**config.mk**
```make
export PLATFORM = sky130hd
export DESIGN_NAME = ppfc_ctrl
export DESIGN_NICKNAME = d
export VERILOG_FILES = /design/src/core/ppfc_tick.v /design/src/core/ppfc_fault_timer.v /design/src/core/ppfc_ctrl.v
export VERILOG_INCLUDE_DIRS = /design/src /design/src/core
export SDC_FILE = /design/constraint.sdc
export NUM_CORES = 2
export LEC_CHECK = 0
export BUFFER_PORTS_ARGS = -buffer_cell sky130_fd_sc_hd__buf_2
export CORE_AREA = 10 10 425 303
export CTS_CLUSTER_SIZE = 16
export DETAILED_ROUTE_END_ITERATION = 6
export DIE_AREA = 0 0 435 313
export PLACE_DENSITY = 0.78
export SLEW_MARGIN = 20
export SYNTH_ARGS = -nofsm -noshare
export SYNTH_HDL_FRONTEND = slang
export SYNTH_SLANG_ARGS = --single-unit
```
**constraint.sdc**
```tcl
create_clock -name clk_i -period 8.05 [get_ports clk_i]
set_clock_uncertainty 0.05 [all_clocks]
set_input_delay 2.0125 -clock clk_i [delete_from_list [all_inputs] [get_ports clk_i]]
set_output_delay 2.0125 -clock clk_i [all_outputs]
set_load 0.005 [all_outputs]
```
**src/core/ppfc_map.vh**
```
// Register map, codes and timing constants of the port power and fault control block
`ifndef PPFC_MAP_VH
`define PPFC_MAP_VH

// Register byte offsets
`define PPFC_REG_CMD      8'h00
`define PPFC_REG_PRST     8'h04
`define PPFC_REG_HARD_LIMIT_TIMER     8'h08
`define PPFC_REG_MODE     8'h0C
`define PPFC_REG_RSEL     8'h10
`define PPFC_REG_FOLD     8'h14
`define PPFC_REG_STAT     8'h18
`define PPFC_REG_FLTA     8'h1C
`define PPFC_REG_FLTB     8'h20
`define PPFC_REG_LIM0     8'h40
`define PPFC_LIM_BASE     2'h1

// Field positions in 32-bit words
`define PPFC_LO_LSB       0
`define PPFC_HI_LSB       16

// Hard limit codes for the 425 mA and 850 mA settings
`define PPFC_CODE_425_LRG 8'h00
`define PPFC_CODE_850_LRG 8'h40
`define PPFC_CODE_425_SML 8'h80

// Port states, one-hot
`define PPFC_ST_OFF       4'h1
`define PPFC_ST_INR       4'h2
`define PPFC_ST_ON        4'h4
`define PPFC_ST_FAIL      4'h8

// Times
`define PPFC_CLK_NS       8
`define PPFC_TICK_NS      10000
`define PPFC_OVL_US       60000
`define PPFC_HLT_US       12000
`define PPFC_INR_US       60000
`define PPFC_DMG_US       180
`define PPFC_OVL_UP       16
`define PPFC_OVL_DN       1

`endif

```
**src/core/ppfc_tick.v**
```verilog
// Timebase divider producing a one-cycle tick enable
`timescale 1ns/1ps
module ppfc_tick #(
    parameter DIV = 1250
) (
    input  wire       clk_i,
    input  wire       rst_i,
    output wire       tick_o
);
    reg  [15:0] cnt_ff;
    wire        wrap;

    assign wrap   = (cnt_ff == DIV[15:0] - 16'h0001);
    assign tick_o = wrap;

    // Wraps every DIV cycles
    always @(posedge clk_i) begin
        if (rst_i) begin
            cnt_ff <= 16'h0000;
        end else if (wrap) begin
            cnt_ff <= 16'h0000;
        end else begin
            cnt_ff <= cnt_ff + 16'h0001;
        end
    end
endmodule // ppfc_tick

```
**src/core/ppfc_fault_timer.v**
```verilog
// Saturating up/down fault timer with terminal flag
`timescale 1ns/1ps
module ppfc_fault_timer #(
    parameter W    = 17,
    parameter UP   = 1,
    parameter DN   = 1,
    parameter TERM = 100
) (
    input  wire         clk_i,
    input  wire         rst_i,
    input  wire         tick_i,
    input  wire         clr_i,
    input  wire         up_i,
    input  wire         dn_i,
    output wire         exp_o
);
    reg  [W-1:0] cnt_ff;
    wire [W:0]   sum;

    assign sum   = {1'b0, cnt_ff} + UP[W:0];
    assign exp_o = (cnt_ff >= TERM[W-1:0]);

    // Up count clamps at terminal, down count saturates at zero
    always @(posedge clk_i) begin
        if (rst_i || clr_i) begin
            cnt_ff <= {W{1'b0}};
        end else if (tick_i && up_i) begin
            cnt_ff <= (sum >= {1'b0, TERM[W-1:0]}) ? TERM[W-1:0] : sum[W-1:0];
        end else if (tick_i && dn_i) begin
            cnt_ff <= (cnt_ff > DN[W-1:0]) ? cnt_ff - DN[W-1:0] : {W{1'b0}};
        end
    end
endmodule // ppfc_fault_timer

```
**src/core/ppfc_ctrl.v**
```verilog
// Per-port power switch control, fault timers and Wishbone register file
//
// Behaviour
// RQ1 - Turn-on ramps gate, holds at inrush limit
// RQ2 - Inrush lasts until inrush timer expires
// RQ3 - Inrush expiry over limit: off, fault
// RQ4 - Overload threshold only counts overload timer up
// RQ5 - Below threshold, overload timer counts down slower
// RQ6 - Overload timer terminal: off, overload fault
// RQ7 - Hard current limit regulation always active
// RQ8 - Hard-limit timer runs only when enabled
// RQ9 - Hard-limit timer terminal: off, hard fault
// RQ10 - Timer disabled: overload timer counts hard events
// RQ11 - Inrush uses default limit, then programmed
// RQ12 - Port off returns limit to default
// RQ13 - Host keeps 425mA unless type 2 load
// RQ14 - Limit code meaning depends on sense resistor
// RQ15 - Per-port two-stage foldback on low voltage
// RQ16 - Persistent damaged switch disables port, reports
// RQ17 - Switch failure held until port reset
// RQ18 - Open switch gives inrush timeout, not failure
// RQ19 - Semi-auto high power needs good detection
// RQ20 - Overload saturates at zero, timers clear off
// RQ21 - Fault reports latched until host clears
//
// Local design decisions: the address map and the Wishbone interface to the registers.
`timescale 1ns/1ps
`include "ppfc_map.vh"
module ppfc_ctrl #(
    parameter NP       = 12,
    parameter GW       = 4,
    parameter TICK_CYC = `PPFC_TICK_NS / `PPFC_CLK_NS,
    parameter OVL_TERM = (`PPFC_OVL_US * 1000 / `PPFC_TICK_NS) * `PPFC_OVL_UP,
    parameter HLT_TERM = `PPFC_HLT_US * 1000 / `PPFC_TICK_NS,
    parameter INR_TERM = `PPFC_INR_US * 1000 / `PPFC_TICK_NS,
    parameter DMG_TERM = `PPFC_DMG_US * 1000 / `PPFC_TICK_NS + 1
) (
    input  wire           clk_i,
    input  wire           rst_i,
    input  wire           wb_cyc_i,
    input  wire           wb_stb_i,
    input  wire           wb_we_i,
    input  wire [7:0]     wb_adr_i,
    input  wire [3:0]     wb_sel_i,
    input  wire [31:0]    wb_dat_i,
    output reg  [31:0]    wb_dat_o,
    output wire           wb_ack_o,
    input  wire [NP-1:0]  over_inrush_i,
    input  wire [NP-1:0]  over_cut_i,
    input  wire [NP-1:0]  over_lim_i,
    input  wire [NP-1:0]  out_good_i,
    input  wire [NP-1:0]  out_present_i,
    input  wire [NP-1:0]  sense_high_i,
    input  wire [NP-1:0]  gate_high_i,
    input  wire [NP-1:0]  det_good_i,
    input  wire [NP-1:0]  volt_low1_i,
    input  wire [NP-1:0]  volt_low2_i,
    output wire [NP-1:0]  gate_en_o,
    output wire [NP*GW-1:0] gate_lvl_o,
    output wire [NP*8-1:0] hard_current_limit_code_o,
    output wire [NP*2-1:0] fold_stage_o,
    output wire [NP-1:0]  weak_pd_o
);
    // Bus handshake and write strobes
    reg             ack_ff;
    wire            req;
    wire            wr;
    wire [31:0]     wmask;
    wire [31:0]     wdat;

    // Configuration registers
    reg  [NP-1:0]   hard_limit_timer_en_ff;
    reg  [NP-1:0]   semi_ff;
    reg  [NP-1:0]   hipwr_ff;
    reg  [NP-1:0]   rsmall_ff;
    reg  [NP*2-1:0] fold_ff;
    reg  [7:0]      limit_ff [0:NP-1];

    // Per-port state and latched reports
    reg  [3:0]      st_ff [0:NP-1];
    reg  [GW-1:0]   lvl_ff [0:NP-1];
    reg  [NP-1:0]   inr_flt_ff;
    reg  [NP-1:0]   ovl_flt_ff;
    reg  [NP-1:0]   hlt_flt_ff;
    reg  [NP-1:0]   sw_fail_ff;

    // Decoded commands and timer results
    wire            tick;
    wire [NP-1:0]   cmd_on;
    wire [NP-1:0]   cmd_off;
    wire [NP-1:0]   prst;
    wire [NP-1:0]   clr_a_lo;
    wire [NP-1:0]   clr_a_hi;
    wire [NP-1:0]   clr_b;
    wire [NP-1:0]   inr_exp;
    wire [NP-1:0]   ovl_exp;
    wire [NP-1:0]   hlt_exp;
    wire [NP-1:0]   dmg_exp;
    wire [NP-1:0]   pwr;
    wire            lim_hit;
    wire [3:0]      lim_idx;
    reg  [31:0]     nxt_rdat;
    integer         p;

    // Registered ack: one wait state, one-cycle pulse
    assign req      = wb_cyc_i & wb_stb_i;
    assign wr       = req & wb_we_i & ack_ff;
    assign wb_ack_o = ack_ff;
    assign wmask    = {{8{wb_sel_i[3]}}, {8{wb_sel_i[2]}}, {8{wb_sel_i[1]}}, {8{wb_sel_i[0]}}};
    assign wdat     = wb_dat_i & wmask;
    assign lim_idx  = wb_adr_i[5:2];
    assign lim_hit  = (wb_adr_i[7:6] == `PPFC_LIM_BASE) && (lim_idx < NP);

    // Write-only command pulses; zero bits do nothing
    assign cmd_on   = (wr && wb_adr_i == `PPFC_REG_CMD)  ? wdat[`PPFC_LO_LSB +: NP] : {NP{1'b0}};
    assign cmd_off  = (wr && wb_adr_i == `PPFC_REG_CMD)  ? wdat[`PPFC_HI_LSB +: NP] : {NP{1'b0}};
    assign prst     = (wr && wb_adr_i == `PPFC_REG_PRST) ? wdat[`PPFC_LO_LSB +: NP] : {NP{1'b0}};
    assign clr_a_lo = (wr && wb_adr_i == `PPFC_REG_FLTA) ? wdat[`PPFC_LO_LSB +: NP] : {NP{1'b0}};
    assign clr_a_hi = (wr && wb_adr_i == `PPFC_REG_FLTA) ? wdat[`PPFC_HI_LSB +: NP] : {NP{1'b0}};
    assign clr_b    = (wr && wb_adr_i == `PPFC_REG_FLTB) ? wdat[`PPFC_LO_LSB +: NP] : {NP{1'b0}};

    ppfc_tick #(
        .DIV (TICK_CYC)
    ) u_tick (
        .clk_i  (clk_i),
        .rst_i  (rst_i),
        .tick_o (tick)
    );

    // Per-port timers and output shaping
    genvar g;
    generate
        for (g = 0; g < NP; g = g + 1) begin : g_port
            wire is_off;
            wire is_inr;
            wire is_on;
            wire is_fail;
            wire ovl_up;
            wire dmg;
            wire [7:0] dflt;

            assign is_off  = (st_ff[g] == `PPFC_ST_OFF);
            assign is_inr  = (st_ff[g] == `PPFC_ST_INR);
            assign is_on   = (st_ff[g] == `PPFC_ST_ON);
            assign is_fail = (st_ff[g] == `PPFC_ST_FAIL);
            assign pwr[g]  = is_inr | is_on;

            // Hard events feed the overload timer when the hard timer is off
            assign ovl_up = over_cut_i[g] | (over_lim_i[g] & ~hard_limit_timer_en_ff[g]); // RQ4 RQ10

            // Output present while off, or pin over-voltage; open switch gives none
            assign dmg = ~is_fail & ((is_off & out_present_i[g]) | sense_high_i[g] | gate_high_i[g]); // RQ16 RQ18

            // Larger resistor reads 00 as 425 mA, smaller one needs 80
            assign dflt = rsmall_ff[g] ? `PPFC_CODE_425_SML : `PPFC_CODE_425_LRG; // RQ14

            // Runs for the whole inrush period, however early charging ends
            ppfc_fault_timer #(
                .W    (17),
                .UP   (1),
                .DN   (0),
                .TERM (INR_TERM)
            ) u_inr (
                .clk_i  (clk_i),
                .rst_i  (rst_i),
                .tick_i (tick),
                .clr_i  (~is_inr), // RQ2
                .up_i   (is_inr),
                .dn_i   (1'b0),
                .exp_o  (inr_exp[g])
            );

            // Up by sixteen, down by one: down rate is 1/16 of up
            ppfc_fault_timer #(
                .W    (17),
                .UP   (`PPFC_OVL_UP),
                .DN   (`PPFC_OVL_DN),
                .TERM (OVL_TERM)
            ) u_ovl (
                .clk_i  (clk_i),
                .rst_i  (rst_i),
                .tick_i (tick),
                .clr_i  (~is_on), // RQ20
                .up_i   (ovl_up), // RQ4
                .dn_i   (~ovl_up), // RQ5 RQ20
                .exp_o  (ovl_exp[g])
            );

            // Restarts from zero each time the limit is left
            ppfc_fault_timer #(
                .W    (17),
                .UP   (1),
                .DN   (0),
                .TERM (HLT_TERM)
            ) u_hlt (
                .clk_i  (clk_i),
                .rst_i  (rst_i),
                .tick_i (tick),
                .clr_i  (~is_on | ~hard_limit_timer_en_ff[g] | ~over_lim_i[g]), // RQ8 RQ20
                .up_i   (over_lim_i[g]),
                .dn_i   (1'b0),
                .exp_o  (hlt_exp[g])
            );

            // Condition must persist without a break to count as damage
            ppfc_fault_timer #(
                .W    (17),
                .UP   (1),
                .DN   (0),
                .TERM (DMG_TERM)
            ) u_dmg (
                .clk_i  (clk_i),
                .rst_i  (rst_i),
                .tick_i (tick),
                .clr_i  (~dmg), // RQ16
                .up_i   (dmg),
                .dn_i   (1'b0),
                .exp_o  (dmg_exp[g])
            );

            assign gate_en_o[g]           = pwr[g];
            assign weak_pd_o[g]           = is_fail; // RQ16
            assign gate_lvl_o[g*GW +: GW] = lvl_ff[g];
            // Default limit in inrush and while off, programmed code once on
            assign hard_current_limit_code_o[g*8 +: 8]  = is_on ? limit_ff[g] : dflt; // RQ11

            // Stage two needs the deeper sag and a selection of two or more
            assign fold_stage_o[g*2 +: 2] =
                (volt_low2_i[g] && fold_ff[g*2 +: 2] >= 2'h2) ? 2'h2 :
                (volt_low1_i[g] && fold_ff[g*2 +: 2] != 2'h0) ? 2'h1 : 2'h0; // RQ15
        end
    endgenerate

    // Bus acknowledge and configuration writes
    always @(posedge clk_i) begin
        if (rst_i) begin
            ack_ff     <= 1'b0;
            hard_limit_timer_en_ff <= {NP{1'b0}};
            semi_ff    <= {NP{1'b0}};
            hipwr_ff   <= {NP{1'b0}};
            rsmall_ff  <= {NP{1'b0}};
            fold_ff    <= {(NP*2){1'b0}};
        end else begin
            ack_ff <= req & ~ack_ff;
            if (wr && wb_adr_i == `PPFC_REG_HARD_LIMIT_TIMER) begin
                hard_limit_timer_en_ff <= wdat[`PPFC_LO_LSB +: NP]; // RQ8
            end
            if (wr && wb_adr_i == `PPFC_REG_MODE) begin
                semi_ff  <= wdat[`PPFC_LO_LSB +: NP];
                hipwr_ff <= wdat[`PPFC_HI_LSB +: NP];
            end
            if (wr && wb_adr_i == `PPFC_REG_RSEL) begin
                rsmall_ff <= wdat[`PPFC_LO_LSB +: NP];
            end
            if (wr && wb_adr_i == `PPFC_REG_FOLD) begin
                fold_ff <= wdat[NP*2-1:0]; // RQ15
            end
        end
    end

    // Port state machines, gate ramp, limit codes and fault latches
    always @(posedge clk_i) begin
        if (rst_i) begin
            inr_flt_ff <= {NP{1'b0}};
            ovl_flt_ff <= {NP{1'b0}};
            hlt_flt_ff <= {NP{1'b0}};
            sw_fail_ff <= {NP{1'b0}};
            for (p = 0; p < NP; p = p + 1) begin
                st_ff[p]    <= `PPFC_ST_OFF;
                lvl_ff[p]   <= {GW{1'b0}};
                limit_ff[p] <= `PPFC_CODE_425_LRG;
            end
        end else begin
            // Clear by writing one; a set in the same cycle wins
            inr_flt_ff <= inr_flt_ff & ~clr_a_lo; // RQ21
            ovl_flt_ff <= ovl_flt_ff & ~clr_a_hi; // RQ21
            hlt_flt_ff <= hlt_flt_ff & ~clr_b; // RQ21
            sw_fail_ff <= sw_fail_ff & ~prst; // RQ17
            for (p = 0; p < NP; p = p + 1) begin
                if (wr && lim_hit && lim_idx == p) begin
                    limit_ff[p] <= wdat[7:0];
                end
                // Regulation loop: back off over the hard limit, hold at inrush
                if (!pwr[p]) begin
                    lvl_ff[p] <= {GW{1'b0}};
                end else if (tick && over_lim_i[p]) begin
                    if (lvl_ff[p] != {GW{1'b0}}) begin
                        lvl_ff[p] <= lvl_ff[p] - 1'b1; // RQ7
                    end
                end else if (tick && !(st_ff[p] == `PPFC_ST_INR && over_inrush_i[p])) begin
                    if (lvl_ff[p] != {GW{1'b1}}) begin
                        lvl_ff[p] <= lvl_ff[p] + 1'b1; // RQ1
                    end
                end
                if (dmg_exp[p]) begin
                    st_ff[p]      <= `PPFC_ST_FAIL; // RQ16
                    sw_fail_ff[p] <= 1'b1; // RQ16 RQ17
                    if (pwr[p]) begin
                        limit_ff[p] <= rsmall_ff[p] ? `PPFC_CODE_425_SML : `PPFC_CODE_425_LRG; // RQ12
                    end
                end else if (prst[p]) begin
                    st_ff[p] <= `PPFC_ST_OFF; // RQ17
                    if (pwr[p]) begin
                        limit_ff[p] <= rsmall_ff[p] ? `PPFC_CODE_425_SML : `PPFC_CODE_425_LRG; // RQ12
                    end
                end else begin
                    case (st_ff[p])
                        `PPFC_ST_OFF: begin
                            if (cmd_on[p]) begin
                                if (semi_ff[p] && hipwr_ff[p] && !det_good_i[p]) begin
                                    inr_flt_ff[p] <= 1'b1; // RQ19
                                end else begin
                                    st_ff[p] <= `PPFC_ST_INR; // RQ1
                                end
                            end
                        end
                        `PPFC_ST_INR: begin
                            if (cmd_off[p]) begin
                                st_ff[p]    <= `PPFC_ST_OFF;
                                limit_ff[p] <= rsmall_ff[p] ? `PPFC_CODE_425_SML : `PPFC_CODE_425_LRG; // RQ12
                            end else if (inr_exp[p]) begin
                                // No charged output means no working switch
                                if (over_inrush_i[p] || !out_good_i[p]) begin
                                    st_ff[p]      <= `PPFC_ST_OFF; // RQ3 RQ18
                                    inr_flt_ff[p] <= 1'b1; // RQ3 RQ18
                                    limit_ff[p]   <= rsmall_ff[p] ? `PPFC_CODE_425_SML : `PPFC_CODE_425_LRG; // RQ12
                                end else begin
                                    st_ff[p] <= `PPFC_ST_ON; // RQ2 RQ11
                                end
                            end
                        end
                        `PPFC_ST_ON: begin
                            if (cmd_off[p] || hlt_exp[p] || ovl_exp[p]) begin
                                st_ff[p]    <= `PPFC_ST_OFF;
                                limit_ff[p] <= rsmall_ff[p] ? `PPFC_CODE_425_SML : `PPFC_CODE_425_LRG; // RQ12
                            end
                            if (!cmd_off[p] && hlt_exp[p]) begin
                                hlt_flt_ff[p] <= 1'b1; // RQ9
                            end
                            if (!cmd_off[p] && !hlt_exp[p] && ovl_exp[p]) begin
                                ovl_flt_ff[p] <= 1'b1; // RQ6 RQ10
                            end
                        end
                        `PPFC_ST_FAIL: begin
                            st_ff[p] <= `PPFC_ST_FAIL; // RQ17
                        end
                        default: begin
                            st_ff[p] <= `PPFC_ST_OFF;
                        end
                    endcase
                end
            end
        end
    end

    // Read mux; unmapped addresses and write-only words read zero
    always @* begin
        nxt_rdat = 32'h00000000;
        case (wb_adr_i)
            `PPFC_REG_HARD_LIMIT_TIMER: nxt_rdat[`PPFC_LO_LSB +: NP] = hard_limit_timer_en_ff;
            `PPFC_REG_MODE: begin
                nxt_rdat[`PPFC_LO_LSB +: NP] = semi_ff;
                nxt_rdat[`PPFC_HI_LSB +: NP] = hipwr_ff;
            end
            `PPFC_REG_RSEL: nxt_rdat[`PPFC_LO_LSB +: NP] = rsmall_ff;
            `PPFC_REG_FOLD: nxt_rdat[NP*2-1:0] = fold_ff;
            `PPFC_REG_STAT: begin
                nxt_rdat[`PPFC_LO_LSB +: NP] = pwr;
                nxt_rdat[`PPFC_HI_LSB +: NP] = sw_fail_ff;
            end
            `PPFC_REG_FLTA: begin
                nxt_rdat[`PPFC_LO_LSB +: NP] = inr_flt_ff;
                nxt_rdat[`PPFC_HI_LSB +: NP] = ovl_flt_ff;
            end
            `PPFC_REG_FLTB: nxt_rdat[`PPFC_LO_LSB +: NP] = hlt_flt_ff;
            default: begin
                if (lim_hit) begin
                    nxt_rdat[7:0] = limit_ff[lim_idx];
                end
            end
        endcase
    end

    // Read data loaded when a request is first seen
    always @(posedge clk_i) begin
        if (rst_i) begin
            wb_dat_o <= 32'h00000000;
        end else if (req && !ack_ff) begin
            wb_dat_o <= nxt_rdat;
        end
    end

endmodule // ppfc_ctrl

```
==> impl_metrics.py <==
metrics = {
    "floorplan": {
        "rows": 107,
        "die_x_um": 435,
        "io_pins": 394,
        "dieArea_um2": 136000,
        "start_util_pct": 59.6,
        "core_um2": 121000,
        "die_h_um": 313,
    },
    "drt": {
        "num_vias": 73400,
        "drt-total-wl_um": 238000,
        "via_per_inst": 6.63,
        "drc": 1,
        "firstDrtPassIters": 7,
        "wl_per_cell_um": 21.5,
        "first_iter_violations": 9071,
        "drtAntennaViolNets": 0,
    },
    "global_routing": {
        "grt_first_pass_wirelength_um": 368000,
        "grt_use_total_pct": 32.6,
        "gr-total-overflow": 0,
        "grt_pass1_vias": 65100,
        "antenna_found_initial": 32,
        "grt_max_degree": 140,
    },
    "worst_setup_path": {
        "crit_fanout": 83,
        "path_class": "input pin to flop",
        "start_kind": "input pin",
        "critPathRequiredTime_ns": 8.39,
        "endpoint_kind": "flop",
        "crit_arrival_ns": 5.93,
    },
    "clock_tree": {
        "cts_sinks": 1173,
        "numCtsBuffers": 117,
        "clk_latency_ns": 0.78,
        "postCtsHoldBufs": 0,
        "cts-root-buf": "clkbuf_16",
        "cts_tree": "built",
        "htreeDepth": 3,
        "cts_resized": 0,
        "path_clk_slew_ns": 0.06,
        "post_cts_buffers": 0,
        "cts_buffer_depth": 3,
    },
    "pwr": {
        "p_total_mw": 13.1,
        "leakage_nw": 28.2,
        "vdd_ir_drop_max_v": 0.000188,
        "power_density_nw_per_um2": 166,
    },
    "yosys": {
        "yosys.cell_types.count": 111,
        "synth_top_area_share_pct": 27.3,
        "ys.flop_type": "dfxtp_1",
        "syn_avg_cell_area_um2": 7.72,
        "ys_ff_latch": 1173,
        "syn_inst": 9319,
        "synthesis.area_um2": 71900,
        "synth_area_leaders": "dfxtp_1, edfxtp_1, nor2_1",
        "synth_edf_count": 192,
        "synth_top_area_cell": "dfxtp_1",
        "synth-seq-area-share_pct": 35.3,
        "async_reset_ff_share_pct": 0,
        "synth_warnings": 0,
    },
    "timing": {
        "timing.setup.tns_ns": 0,
        "post-route-period-util_pct": 69.5,
        "min_period_ns": 5.59,
        "slew_violations": 0,
        "worst_slack_ns": 2.46,
        "hold_violations": 0,
        "rsz0062_at_grt": "no",
        "tightest_slew_ns": 1.14,
        "slew_headroom_pct": 23.7,
        "clock.fmax_mhz": 179,
        "finalSetupViolations": 0,
    },
    "run_status": {
        "violations": "DRC",
        "status": "finished with violations",
    },
    "placed_design": {
        "dp_slack_ns": 1.89,
        "place_area_um2": 74300,
        "port_buffers": 385,
        "gp_congestion": 0.975,
        "hpwl_um": 169000,
    },
    "cells_and_area": {
        "finalNetCount": 9635,
        "layout-drive-gt1-share_pct": 9.44,
        "syn2layout_area_growth_pct": 9.61,
        "postLayoutCellArea_um2": 78800,
    },
    "run": {
        "drv_cap": 0,
    },
    "hold_path": {
        "hp-class": "flop to flop",
    },
}
[cell usage after synthesis (184+ instances only)]
master,n
and3_1,280
dfxtp_1,981
edfxtp_1,192
nor4_1,184
nor2_1,1077
o21ai_0,558
nor3_1,353
inv_1,294
nand2_1,856
clkbuf_1,509
and2_1,298
nand4_1,198
nand3_1,473
a21oi_1,701
[metal layers]
layer | up-vias | global-route usage [%] | part of all wire, %
met1 | 34400 | 43.3 | 40
met2 | 4032 | 48.7 | 43
met3 | 676 | 5.41 | 9.7
met4 | 12 | 21.5 | 7.4
met5 | - | 0 | 0.034
li1 | 34300 | - | -
[state kept, by name, summed over array words and instances (netlist names), 16 cells and up]
signal / flops
g_port.u_dmg.cnt_ff: 204
g_port.u_ovl.cnt_ff: 204
st_ff: 48
wb_dat_o: 28
g_port.u_hlt.cnt_ff: 204
lvl_ff: 48
fold_ff: 24
limit_ff: 96
g_port.u_inr.cnt_ff: 204
u_tick.cnt_ff: 16
[path summary, 6_finish.rpt]
check | slack, ns | cells past startpoint | start | endpoint
worst max-delay path | 2.46 | 6 | rst_i | limit_ff[0][4]
worst min-delay path | 0.41 | 2 | wb_dat_o[14] | wb_dat_o[14]
worst max register to register | 3.79 | 8 | wb_ack_o | limit_ff[0][4]
worst min register to register | 0.41 | 2 | wb_dat_o[14] | wb_dat_o[14]
[placed cells by master, fill, tap and decap left out, types with 198 or more instances in the layout]
cell / count
nor2_1: 1074
dfxtp_1: 981
nand2_1: 854
a21oi_1: 701
o21ai_0: 557
nand3_1: 471
buf_2: 384
nor3_1: 351
and2_1: 298
inv_1: 293
and3_1: 280
nand4_1: 198
[critical path: stages]
cell and delay (ns):
buf_8 0.43, clkinv_2 0.88, nand2_1 0.88, a311oi_1 0.20, a221oi_1 0.87, nand3_1 0.54
[cell families (layout without fill, tap and decap cells)]
kind of cell	Yosys count	count (layout)	share of synthesized area, %
flip-flops	1173	1173	35.3
buffers and inverters	894	983	4.90
AND/OR/NAND/NOR	4329	4329	30.5
AO/OA/AOI/OAI	2409	2409	21.5
other	1	28	0.00521
adder cells (fa/ha/maj)	159	159	2.76
multiplexers	97	97	1.83
XOR/XNOR	257	257	3.13
[report_power, final]
part / total, mW / internal [mW] / switching [mW]
Sequential: 6.16 / 6.04 / 0.116
Combinational: 0.628 / 0.209 / 0.419
Clock: 6.28 / 3.67 / 2.60
Total: 13.1 / 9.92 / 3.14
[layout make-up]
class	count	area, µm²
inverters	294	1100
clock buffers	154	3510
fillers	10300	41800
well taps	1635	2050
repair buffers	467	2590
clock inverters	68	935
diodes	24	60.1
flip-flops and latches	1173	25400
multi-input cells	7255	43200
[stage by stage]
stage	cells	hold WS [ns]	util [%]
2_1_floorplan	9322	0.380	-
3_3_place_gp	10800	0.387	61.6
3_5_place_dp	10800	0.395	61.6
4_1_cts	11000	0.410	65.3
5_1_grt	11100	0.426	65.3
6_report	11100	0.409	65.4
No activity file was read; power rests on OpenSTA's default activity.
